--- src/smc_defs.vh ---
// Register offsets, field positions, reset values and timing counts
`ifndef SMC_DEFS_VH
`define SMC_DEFS_VH
// Register offsets (byte addresses on the register port)
`define SMC_ADDR_ENABLE 8'h60
`define SMC_ADDR_ITIME_L 8'h61
`define SMC_ADDR_ITIME_M 8'h62
`define SMC_ADDR_ITIME_H 8'h63
`define SMC_ADDR_WTIME_L 8'h64
`define SMC_ADDR_WTIME_M 8'h65
`define SMC_ADDR_WTIME_H 8'h66
`define SMC_ADDR_CLKCFG 8'h67
`define SMC_ADDR_STATUS 8'h6A
`define SMC_ADDR_TEMP 8'h6B
// Control register field positions
`define SMC_BIT_PON 0
`define SMC_BIT_MEAS_EN 1
`define SMC_BIT_THERMAL_SHUTDOWN_ENABLE 2
`define SMC_BIT_SYNC_EN 3
`define SMC_LED_LO 4
`define SMC_LED_HI 5
`define SMC_MODE_LO 6
`define SMC_MODE_HI 7
// Light source sequence codes
`define SMC_LED_OFF 2'h0
`define SMC_LED_OFF_ON 2'h1
`define SMC_LED_ON_OFF 2'h2
`define SMC_LED_ON 2'h3
// Reset values
`define SMC_RST_ENABLE 8'h00
`define SMC_RST_TIME 8'h00
`define SMC_RST_CLKSEL 3'h4
`define SMC_RST_TEMP_LIMIT 8'hC8
// Integration clock: code 100 selects 1 MHz
`define SMC_CLKSEL_1MHZ 3'h4
`define SMC_SYS_CLK_MHZ 250
`define SMC_INT_CLK_MHZ 1
`define SMC_INT_DIV (`SMC_SYS_CLK_MHZ / `SMC_INT_CLK_MHZ)
`endif

--- src/smc_spectral_ctrl.v ---
// Spectral measurement control: registers, integration clock, measurement sequencer
//
// Implementation choice: the address-and-strobe port.
`timescale 1ns/100ps
`include "smc_defs.vh"

////////////////////////////////////////////////////////////////////////////////
// Functional notes
// - LED field selects off, off/on, on/off, on
// - Sync bit: start from enable or pin
// - Thermal bit allows automatic over-temperature power-down
// - Measurement enable bit gates all measurement
// - Power-on bit runs oscillator, enters idle
// - Integration time is three byte registers
// - Integrate for programmed value plus one ticks
// - Wait time three bytes, pause between measurements
// - Wait lasts programmed value plus one ticks
// - Clock select defaults to 1 MHz code
module smc_spectral_ctrl #(
	parameter DIV = `SMC_INT_DIV, // System cycles per integration clock period
	parameter TW = 24 // Width of the time settings
)(
	input wire sys_clk,
	input wire rst_n,
	input wire [7:0] reg_addr,
	input wire [7:0] reg_wdata,
	input wire reg_wr,
	input wire reg_rd,
	output reg [7:0] reg_rdata,
	input wire sync_pin,
	input wire [7:0] temp_value,
	output reg osc_run,
	output reg integrating,
	output reg led_drive,
	output reg meas_done,
	output reg thermal_trip
);

	////////////////////////////////////////////////////////////////////////////
	// State codes
	localparam ST_OFF = 3'h0; // Oscillator stopped
	localparam ST_IDLE = 3'h1; // Powered, no measurement
	localparam ST_ARM = 3'h2; // Waiting for sync edge
	localparam ST_INT = 3'h3; // Integrating
	localparam ST_WAIT = 3'h4; // Pause between measurements

	// Registers
	reg [7:0] enable_reg; // Main control register
	reg [TW-1:0] itime_reg; // Integration time value
	reg [TW-1:0] wtime_reg; // Wait time value
	reg [2:0] clksel_reg; // Integration clock select
	reg [7:0] temp_limit_reg; // Thermal shutdown threshold
	reg [2:0] state_reg; // Sequencer state
	reg [TW-1:0] cnt_reg; // Tick counter of the phase
	reg [8:0] div_reg; // Integration clock divider
	reg meas_idx_reg; // Zero: first, one: second measurement
	reg sync_m_reg; // Sync pin first flop
	reg sync_s_reg; // Sync pin second flop
	reg sync_d_reg; // Delayed sync for edge detect
	reg [7:0] temp_m_reg; // Temperature first flop
	reg [7:0] temp_s_reg; // Temperature second flop
	reg [7:0] temp_d_reg; // Temperature third stage, for the agreement test
	reg [7:0] temp_ok_reg; // Temperature accepted after two equal samples
	reg trip_reg; // Sticky over-temperature indication

	wire power_on = enable_reg[`SMC_BIT_PON];
	wire meas_en = enable_reg[`SMC_BIT_MEAS_EN];
	wire thermal_shutdown_enable = enable_reg[`SMC_BIT_THERMAL_SHUTDOWN_ENABLE];
	wire sync_en = enable_reg[`SMC_BIT_SYNC_EN];
	wire [1:0] led_seq = enable_reg[`SMC_LED_HI:`SMC_LED_LO];
	wire sync_rise = sync_s_reg & ~sync_d_reg;
	// Integration phase decode, shared by the output flops
	wire in_int = (state_reg == ST_INT);
	// Tick only while oscillator runs and a valid clock code is selected
	// Reserved clock codes hold the integration and wait phases rather than run at a guessed rate
	wire tick = (div_reg == 9'h000) && power_on && (clksel_reg == `SMC_CLKSEL_1MHZ);
	wire over_temp = thermal_shutdown_enable && (temp_ok_reg >= temp_limit_reg);

	// Write one byte lane of a 24-bit setting
	function [TW-1:0] put_byte;
		input [TW-1:0] old;
		input [1:0] lane;
		input [7:0] val;
		begin
			put_byte = old;
			case (lane)
				2'h0: put_byte[7:0] = val;
				2'h1: put_byte[15:8] = val;
				default: put_byte[23:16] = val;
			endcase
		end
	endfunction

	// LED level for a measurement index under the sequence code
	function led_for;
		input [1:0] seq;
		input idx;
		begin
			case (seq)
				`SMC_LED_OFF: led_for = 1'b0;
				`SMC_LED_OFF_ON: led_for = idx;
				`SMC_LED_ON_OFF: led_for = ~idx;
				default: led_for = 1'b1;
			endcase
		end
	endfunction

	// Advance a phase counter by one tick
	function [TW-1:0] count_up;
		input [TW-1:0] val;
		begin
			count_up = val + {{(TW-1){1'b0}}, 1'b1};
		end
	endfunction

	////////////////////////////////////////////////////////////////////////////
	// Pin synchronisers: sync pin and temperature come from outside
	// Edge detector resets to the idle low level, so no false edge after reset
	always @(posedge sys_clk)
	begin
		if (!rst_n)
		begin
			sync_m_reg <= 1'b0;
			sync_s_reg <= 1'b0;
			sync_d_reg <= 1'b0;
			temp_m_reg <= 8'h00;
			temp_s_reg <= 8'h00;
		end
		else
		begin
			sync_m_reg <= sync_pin;
			sync_s_reg <= sync_m_reg;
			sync_d_reg <= sync_s_reg;
			// Each bit is resynchronised on its own; see the acceptance stage
			temp_m_reg <= temp_value;
			temp_s_reg <= temp_m_reg;
		end
	end

	////////////////////////////////////////////////////////////////////////////
	// Temperature acceptance: bits are synchronised one by one, so a reading
	// caught mid-change may mix old and new bits; only two equal samples count
	always @(posedge sys_clk)
	begin
		if (!rst_n)
		begin
			temp_d_reg <= 8'h00;
			temp_ok_reg <= 8'h00;
		end
		else
		begin
			temp_d_reg <= temp_s_reg;
			if (temp_s_reg == temp_d_reg)
				temp_ok_reg <= temp_d_reg;
		end
	end

	////////////////////////////////////////////////////////////////////////////
	// Integration clock divider, held in reset while powered down
	// The tick is the only time base, so the block keeps a single clock
	// Limitation: DIV must lie between 1 and 512 to fit the 9-bit divider
	always @(posedge sys_clk)
	begin
		if (!rst_n || !power_on)
			div_reg <= 9'h000;
		else if (div_reg == DIV[8:0] - 9'h001)
			div_reg <= 9'h000;
		else
			div_reg <= div_reg + 9'h001;
	end

	////////////////////////////////////////////////////////////////////////////
	// Register writes; thermal trip clears power-on, hardware wins over host
	always @(posedge sys_clk)
	begin
		if (!rst_n)
		begin
			enable_reg <= `SMC_RST_ENABLE;
			itime_reg <= {3{`SMC_RST_TIME}};
			wtime_reg <= {3{`SMC_RST_TIME}};
			clksel_reg <= `SMC_RST_CLKSEL;
			temp_limit_reg <= `SMC_RST_TEMP_LIMIT;
		end
		else
		begin
			if (reg_wr)
			begin
				case (reg_addr)
					`SMC_ADDR_ENABLE: enable_reg <= reg_wdata;
					// Time writes are taken as given; host must not write while enabled
					// Trade-off: no write guard, so a mid-measurement write acts at once
					`SMC_ADDR_ITIME_L: itime_reg <= put_byte(itime_reg, 2'h0, reg_wdata);
					`SMC_ADDR_ITIME_M: itime_reg <= put_byte(itime_reg, 2'h1, reg_wdata);
					`SMC_ADDR_ITIME_H: itime_reg <= put_byte(itime_reg, 2'h2, reg_wdata);
					`SMC_ADDR_WTIME_L: wtime_reg <= put_byte(wtime_reg, 2'h0, reg_wdata);
					`SMC_ADDR_WTIME_M: wtime_reg <= put_byte(wtime_reg, 2'h1, reg_wdata);
					`SMC_ADDR_WTIME_H: wtime_reg <= put_byte(wtime_reg, 2'h2, reg_wdata);
					`SMC_ADDR_CLKCFG: clksel_reg <= reg_wdata[2:0];
					`SMC_ADDR_TEMP: temp_limit_reg <= reg_wdata;
					default: ;
				endcase
			end
			if (over_temp)
				enable_reg[`SMC_BIT_PON] <= 1'b0;
		end
	end

	////////////////////////////////////////////////////////////////////////////
	// Read data, valid in the cycle after the strobe only
	always @(posedge sys_clk)
	begin
		if (!rst_n || !reg_rd)
			reg_rdata <= 8'h00;
		else
		begin
			case (reg_addr)
				`SMC_ADDR_ENABLE: reg_rdata <= enable_reg;
				`SMC_ADDR_ITIME_L: reg_rdata <= itime_reg[7:0];
				`SMC_ADDR_ITIME_M: reg_rdata <= itime_reg[15:8];
				`SMC_ADDR_ITIME_H: reg_rdata <= itime_reg[23:16];
				`SMC_ADDR_WTIME_L: reg_rdata <= wtime_reg[7:0];
				`SMC_ADDR_WTIME_M: reg_rdata <= wtime_reg[15:8];
				`SMC_ADDR_WTIME_H: reg_rdata <= wtime_reg[23:16];
				`SMC_ADDR_CLKCFG: reg_rdata <= {5'h00, clksel_reg};
				// Status: trip, measurement index and sequencer state
				`SMC_ADDR_STATUS: reg_rdata <= {3'h0, trip_reg, meas_idx_reg, state_reg};
				`SMC_ADDR_TEMP: reg_rdata <= temp_limit_reg;
				default: reg_rdata <= 8'h00; // Unmapped reads return zero
			endcase
		end
	end

	////////////////////////////////////////////////////////////////////////////
	// Sticky thermal trip; set wins over the host clearing it by writing power-on
	always @(posedge sys_clk)
	begin
		if (!rst_n)
			trip_reg <= 1'b0;
		else if (over_temp)
			trip_reg <= 1'b1;
		// Host clears it by powering on again
		else if (reg_wr && reg_addr == `SMC_ADDR_ENABLE && reg_wdata[`SMC_BIT_PON])
			trip_reg <= 1'b0;
	end

	////////////////////////////////////////////////////////////////////////////
	// Measurement sequencer: integrate N+1 ticks, then wait M+1 ticks, repeat
	always @(posedge sys_clk)
	begin
		if (!rst_n)
		begin
			state_reg <= ST_OFF;
			cnt_reg <= {TW{1'b0}};
			meas_idx_reg <= 1'b0;
			meas_done <= 1'b0;
		end
		else
		begin
			meas_done <= 1'b0;
			// Index and state fall back on every power-down or disable
			if (!power_on)
			begin
				state_reg <= ST_OFF;
				meas_idx_reg <= 1'b0;
			end
			else if (!meas_en && state_reg != ST_OFF)
			begin
				state_reg <= ST_IDLE;
				meas_idx_reg <= 1'b0;
			end
			else
			begin
				case (state_reg)
					ST_OFF: state_reg <= ST_IDLE;
					ST_IDLE:
					begin
						cnt_reg <= {TW{1'b0}};
						if (meas_en)
							state_reg <= sync_en ? ST_ARM : ST_INT;
					end
					ST_ARM:
					begin
						cnt_reg <= {TW{1'b0}};
						// pin assumed configured as an input by the host
						if (sync_rise)
							state_reg <= ST_INT;
					end
					// Terminal compare uses all 24 bits, so no byte is ignored
					ST_INT:
						if (tick)
						begin
							if (cnt_reg == itime_reg)
							begin
								cnt_reg <= {TW{1'b0}};
								meas_done <= 1'b1;
								meas_idx_reg <= ~meas_idx_reg;
								state_reg <= ST_WAIT;
							end
							else
								cnt_reg <= count_up(cnt_reg);
						end
					// Wait counts from zero again; next start follows the sync setting
					ST_WAIT:
						if (tick)
						begin
							if (cnt_reg == wtime_reg)
							begin
								cnt_reg <= {TW{1'b0}};
								state_reg <= sync_en ? ST_ARM : ST_INT;
							end
							else
								cnt_reg <= count_up(cnt_reg);
						end
					default: state_reg <= ST_IDLE;
				endcase
			end
		end
	end

	////////////////////////////////////////////////////////////////////////////
	// Registered outputs
	always @(posedge sys_clk)
	begin
		if (!rst_n)
		begin
			osc_run <= 1'b0;
			integrating <= 1'b0;
			led_drive <= 1'b0;
			thermal_trip <= 1'b0;
		end
		else
		begin
			// Oscillator indication follows power-on one cycle late
			osc_run <= power_on;
			integrating <= in_int;
			// LED only lit during integration, per the sequence code
			led_drive <= in_int && led_for(led_seq, meas_idx_reg);
			thermal_trip <= trip_reg;
		end
	end

endmodule

--- config.mk ---
export PLATFORM = sky130hd
export DESIGN_NAME = smc_spectral_ctrl
export DESIGN_NICKNAME = d
export VERILOG_FILES = /design/src/smc_spectral_ctrl.v
export VERILOG_INCLUDE_DIRS = /design/src
export SDC_FILE = /design/constraint.sdc
export NUM_CORES = 1
export LEC_CHECK = 0
export ABC_CLOCK_PERIOD_IN_PS = 2300
export BUFFER_PORTS_ARGS = -buffer_cell sky130_fd_sc_hd__buf_2
export CORE_UTILIZATION = 57
export CTS_BUF_LIST = sky130_fd_sc_hd__clkbuf_4 sky130_fd_sc_hd__clkbuf_8
export DETAILED_ROUTE_END_ITERATION = 8
export GPL_TIMING_DRIVEN = 0
export PLACE_DENSITY = 0.86
export SYNTH_ARGS = -nofsm -noshare
export SYNTH_HDL_FRONTEND = slang
export SYNTH_SLANG_ARGS = --single-unit
--- constraint.sdc ---
create_clock -name sys_clk -period 2.3 [get_ports sys_clk]
set_input_delay 0.115 -clock sys_clk [delete_from_list [all_inputs] [get_ports sys_clk]]
set_output_delay 0.115 -clock sys_clk [all_outputs]
set_load 0.02 [all_outputs]
=== Word-level counts from Yosys, hierarchy flattened ===
Index checks and enable logic that the tools add are counted.
W data, S select, Z words.

* Memories kept: 0
* RAM bits: 0
* Memory bits (read-only): 0
* Logic and storage cells: 138
* Latch bits: 0
* Register bits after elaboration: 153
* Output and inout port bits: 13

* Reduce and logical (&&, ||, !) cells: 37
* $lt $le $gt $ge: 1
* $mul: 0
* Shifts and indexed selects: 0
* $add $sub $neg: 2
* Bitwise gates (word level): 14
* Multiplexer cells: 22
* Divide/modulo/power cells: 0
* Equal/unequal tests: 33

{| class="wikitable"
|+ Operators by type and width
! operator !! count
|-
| $pmux W24 S3 || 3
|-
| $mux W24 || 4
|-
| $eq A8 B7 Y1 const B || 10
|-
| $pmux W8 S10 || 1
|-
| $eq A24 B24 Y1 || 2
|-
| $add A24 B1 Y24 const B || 1
|-
| $reduce_and A4 Y1 || 6
|-
| $mux W3 || 6
|-
| $not A1 Y1 || 13
|-
| $ne A3 B3 Y1 const B || 4
|-
| $pmux W3 S4 || 1
|-
| $reduce_and A6 Y1 || 2
|-
| $add A9 B1 Y9 const B || 1
|-
| $eq A9 B8 Y1 const B || 1
|-
| $logic_not A9 Y1 || 1
|-
| $eq A8 B8 Y1 || 1
|-
| $ge A8 B8 Y1 || 1
|-
| $ne A2 B2 Y1 const B || 4
|-
| $reduce_and A2 Y1 || 4
|-
| $logic_and A1 B1 Y1 || 7
|-
| $eq A3 B2 Y1 const B || 2
|-
| $eq A3 B3 Y1 const B || 2
|-
| $mux W1 || 6
|-
| $ne A3 B1 Y1 const B || 2
|-
| 16 further kinds || 24
|}

=== Logic depth before layout (Yosys ltp) ===
* Depth after elaboration: 6
* Depth in mapped cells: 10
* Mapped depth without buffers: 9

=== Worst setup path before layout ===
Ideal clock, no wire load.

* Path kind: register to register
* From: register div_reg[0]
* To: register cnt_reg[15]
* Path buffers: 1
* Setup slack: 119 ps
* Stages on the path, launching flop included: 11
* Period minus slack after synthesis: 2,181 ps
* Arrival: 2,110 ps
* Setup time: 71 ps
* Cells stage by stage: dfxtp_1 inv_1 ha_1 and4bb_2 o2111a_2 o211ai_4 or4b_1 buf_2 nor4b_2 o21ai_1 a21oi_1

* Word-level cells in the longest chain between the ends: 5
* Elaborated cells on any way between the ends: 6

{| class="wikitable"
|+ RTL lines
! what !! line !! text
|-
| from (decl) || smc_spectral_ctrl.v:55 || <nowiki>reg [8:0] div_reg;</nowiki>
|-
| from (signal assigned) || smc_spectral_ctrl.v:169 || <nowiki>div_reg <= div_reg + 9'h001;</nowiki>
|-
| $logic_not A9 Y1 (*) || smc_spectral_ctrl.v:76 || <nowiki>wire tick = (div_reg == 9'h000) && power_on && (clksel_reg == `SMC_CLKSEL_1MHZ);</nowiki>
|-
| $logic_and A1 B1 Y1 (*) (2 in a row) || smc_spectral_ctrl.v:76 ||
|-
| $ne A2 B2 Y1 (no source line) or $ne A2 B1 Y1 (tied branches) || -- ||
|-
| $reduce_and A5 Y1 (no source line) (*) || -- ||
|-
| to (signal assigned) || smc_spectral_ctrl.v:253 || <nowiki>cnt_reg <= {TW{1'b0}};</nowiki>
|-
| to (signal assigned) || smc_spectral_ctrl.v:277 || <nowiki>cnt_reg <= {TW{1'b0}};</nowiki>
|-
| to (signal assigned) || smc_spectral_ctrl.v:283 || <nowiki>cnt_reg <= {TW{1'b0}};</nowiki>
|-
| to (decl) || smc_spectral_ctrl.v:54 || <nowiki>reg [TW-1:0] cnt_reg;</nowiki>
|}

Mark *: on every way between the ends. The rest lies on a longest branch, timed or not.
A chain may end at the register's enable or synchronous reset.

=== Worst setup path after layout ===
* From: register cnt_reg[15]
* To: register cnt_reg[9]

* Word-level cells in the longest chain between the ends: 4
* Elaborated cells on any way between the ends: 7

{| class="wikitable"
|+ RTL lines
! what !! line !! text
|-
| $eq A24 B24 Y1, on equally long branches || smc_spectral_ctrl.v:306, smc_spectral_ctrl.v:292 ||
|-
| $mux W24, on equally long branches || smc_spectral_ctrl.v:306, smc_spectral_ctrl.v:292 ||
|-
| $mux W24, on equally long branches || smc_spectral_ctrl.v:304, smc_spectral_ctrl.v:290 ||
|-
| $pmux W24 S3 (*) || smc_spectral_ctrl.v:273 || <nowiki>case (state_reg)</nowiki>
|}

Mark *: on every way between the ends. The rest lies on a longest branch, timed or not. The select of a mux whose other input is x is not followed.

==> reports/results.tsv <==
stage	metric	value	unit
status	status	complete, but fails checks	
status	failed_checks	negative setup slack	
floorplanning	dieHeight	113.6	um
yosys	synth_area_leader_cell	dfxtp_1	
placement	hpwl	13.15	mm
worst_setup_path	cp.arrival	2650	ps
yosys	yosysTopAreaCellShare	43.18	%
cts	cts_root_buffer	clkbuf_8	
sta	period_share	100.0	%
yosys	syn_nets	806	
final_layout	area_growth	15.03	%
sta	setup_viol	1	
drt	wl	19.18	mm
power	irDropWorstVdd	0.4424	mV
sta	skew	11.92	ps
sta	fin_crit	2301	ps
run	maxCapViolCount	0	
cts	cts.path.max_buffers	2	
cts	tritoncts	built	
power	pwr-share-clk	42.5	%
sta	hold_viol	0	
global_route	grt_max_degree	17	
drt	wl_per_cell	19.15	um
power	p_leak	3.465	nW
power	p_total	5.060	mW
cts	clk_latency	460	ps
sta	holdWs	97.31	ps
global_route	grt.overflow.total	0	
power	p_int	3.860	mW
floorplanning	core_area	12060	sq um
sta	slew_headroom	18.95	%
sta	setup_ws	-1.018	ps
sta	max_freq	434.6	MHz
worst_setup_path	cp-start-kind	register	
yosys	synth-adder-area-share	2.117	%
cts	cts_max_level	4	
yosys	yosysUniqueCellTypes	53	
worst_setup_path	end_kind	register	
floorplanning	start_util	58.81	%
power	p_sw_share	23.72	%
drt	drtIter0Drc	764	
floorplanning	rows	40	
yosys	synth_top_family_by_area	simple AND/OR/NAND/NOR gates	
global_route	antenna_found_initial	0	
global_route	grt_pass1_vias	5645	
drt	viasPerCell	6.019	
drt	route.detailed.drc	0	
yosys	yosysWarnings	0	
global_route	grt_pass1_wl	29.46	mm
drt	drtAntennaViolNets	0	
cts	clkTransAtPathRegs	90	ps
yosys	syn-cell-area	7093	sq um
yosys	avgSynthCellArea	9.272	sq um
yosys	synth_edf_count	0	
yosys	synth_xor_area_share	10.00	%
final_layout	final_net_count	863	
final_layout	fill_cells	882	
worst_setup_path	path_class	register to register	
yosys	synth_ff_type	dfxtp_1	
yosys	synth-compound-area-share	7.885	%
final_layout	antenna_cells	0	
yosys	syn_inst	765	
floorplanning	die_area	12890	sq um
floorplanning	die_x	113.6	um
sta	worst_slew_pin_slew	1211	ps
yosys	yosys.area_share.simple	19.44	%
hold_path	hp-class	input pin to register	
yosys	ys_ff_latch	153	
power	seq_power_share	53.0	%
global_route	grt_util_all_layers	30.43	%
worst_setup_path	cp_max_fo	10	
power	p_comb_share	4.5	%
placement	portBuffers	31	
worst_setup_path	required	2650	ps
power	switchingPower	1.200	mW
placement	finalWeightedCongestion	0.9742	
drt	vias	6031	
yosys	synthMuxAreaShare	13.62	%
final_layout	drive_gt1_share	15.95	%
yosys	synth_area_leaders	dfxtp_1 (43%), mux2i_1 (10%), nor2_1 (5.7%)	
yosys	ys_async_sr_fraction	0	%
cts	cts_sinks	153	
cts	cts_buffers	17	
sta	rsz0062_at_grt	yes	
yosys	seq_area_frac_synth	43.18	%
sta	slew_viol_final	0	
drt	drtPass1Iterations	6	
power	power_density	620.2	nW/um^2
floorplanning	ios	42	
-- per-layer routing --
layer | track usage [%] | wire, um
met1 | 38.83 | 7666
met2 | 46.63 | 8640
met3 | 9.192 | 2073
met4 | 15.61 | 803
met5 | 0 | 0
-- cells in the final DEF (no fill, tap or decap), types with 3 or more instances in the layout --
cell / instances
a21o_1: 5
a21oi_1: 26
a22oi_1: 13
and2_1: 33
and3_1: 6
buf_1: 4
buf_2: 35
buf_4: 8
bufinv_16: 3
clkbuf_1: 29
clkbuf_4: 4
clkbuf_8: 17
clkinvlp_4: 3
dfxtp_1: 136
dfxtp_2: 17
dlygate4sd3_1: 9
ha_1: 11
inv_1: 15
inv_6: 5
mux2i_1: 74
mux4_2: 10
nand2_1: 50
nand2b_1: 3
nand3_1: 25
nand4_1: 13
nor2_1: 107
nor2b_1: 3
nor3_1: 6
nor3_2: 4
nor4_1: 8
nor4_4: 3
o211ai_1: 4
o21ai_0: 21
xnor2_1: 38
xor2_1: 43
-- final timing paths --
| kind | start | endpoint | slack (ps) | depth (start not counted) |
|---|---|---|---|---|
| setup / recovery | cnt_reg[15]$_SDFFE_PN0P_ | cnt_reg[9]$_SDFFE_PN0P_ | -1 | 9 |
| hold / removal | reg_wdata[5] | temp_limit_reg[5]$_SDFFE_PN0P_ | 100 | 3 |
| setup reg to reg | cnt_reg[15]$_SDFFE_PN0P_ | cnt_reg[9]$_SDFFE_PN0P_ | -1 | 9 |
| hold reg to reg | sync_m_reg$_SDFF_PN0_ | sync_s_reg$_SDFF_PN0_ | 440 | 1 |
-- worst max-delay path, stage by stage, from the launching register on --
cell and delay, ps:
dfxtp_2 390, xor2_1 190, nor4_2 360, nand4_1 130, buf_4 180, o21ai_4 200, nand2_2 190, o21ai_4 250
clkbuf_4 240, nor2_1 70
-- cells in the mapped netlist, types with 2 or more instances --
cell	number
dfxtp_1	153
nor2_1	107
mux2i_1	74
nand2_1	51
xor2_1	43
xnor2_1	38
clkbuf_1	37
and2_1	33
nand3_1	27
a21oi_1	26
o21ai_0	21
inv_1	17
a22oi_1	13
nand4_1	13
ha_1	12
nor4_1	12
mux4_2	10
nor3_1	10
and3_1	6
buf_2	6
a21o_1	5
buf_1	5
nor2b_1	4
o211ai_1	4
nand2b_1	3
o21ai_1	3
a221oi_1	2
a31oi_1	2
nand3b_1	2
nor3b_1	2
o31ai_1	2
-- area by class of cell --
type,count,area [sq um],share of cell area [%]
buffer,39,158.9,1.948
clock buffer,19,249.0,3.052
clock inverter,12,165.2,2.024
inverter,18,67.56,0.8281
multi-input combinational,545,3919,48.03
sequential,153,3084,37.80
tap,168,210.2,2.576
timing repair buffer,48,305.3,3.742
-- kinds of logic after synthesis --
logic type      Yosys count
mux                      84
compound gates           87
simple gates            281
fa+ha+maj                12
xor+xnor                 81
buf+inv                  67
flops                   153
-- power groups by stage --
stage | combinational [mW] | sequential, mW | clock, mW
final | 0.227 | 2.68 | 2.15
after global placement | 0.195 | 2.74 | 0
after global routing | 0.240 | 2.68 | 2.29
after floorplan | 0.128 | 2.74 | 0
after detailed placement | 0.200 | 2.74 | 0
after CTS | 0.217 | 2.68 | 2.17
-- per-stage QoR --
step           utilization [%]  setup WS, ps  setup TNS (ps)  std cells  cell area, sq um
3_3_place_gp             61.84        -631.5           -8911        964              7458
3_5_place_dp             61.84        -692.8          -10070        964              7458
2_1_floorplan                -         119.2               0        765              7093
4_1_cts                  66.75         4.839               0       1001              8051
5_1_grt                  67.65        -83.62          -608.5       1002              8159
6_report                 67.65        -1.018          -1.018       1002              8159
-- what timing repair did --
action	CTS	global route
hold buffers	9	0
setup buffers	3	5
hold endpoints to repair	9	0
endpoints found under the setup margin	28	21
gates resized for setup	24	27
pin swaps	5	4
No activity file was read; power rests on OpenSTA's default activity.
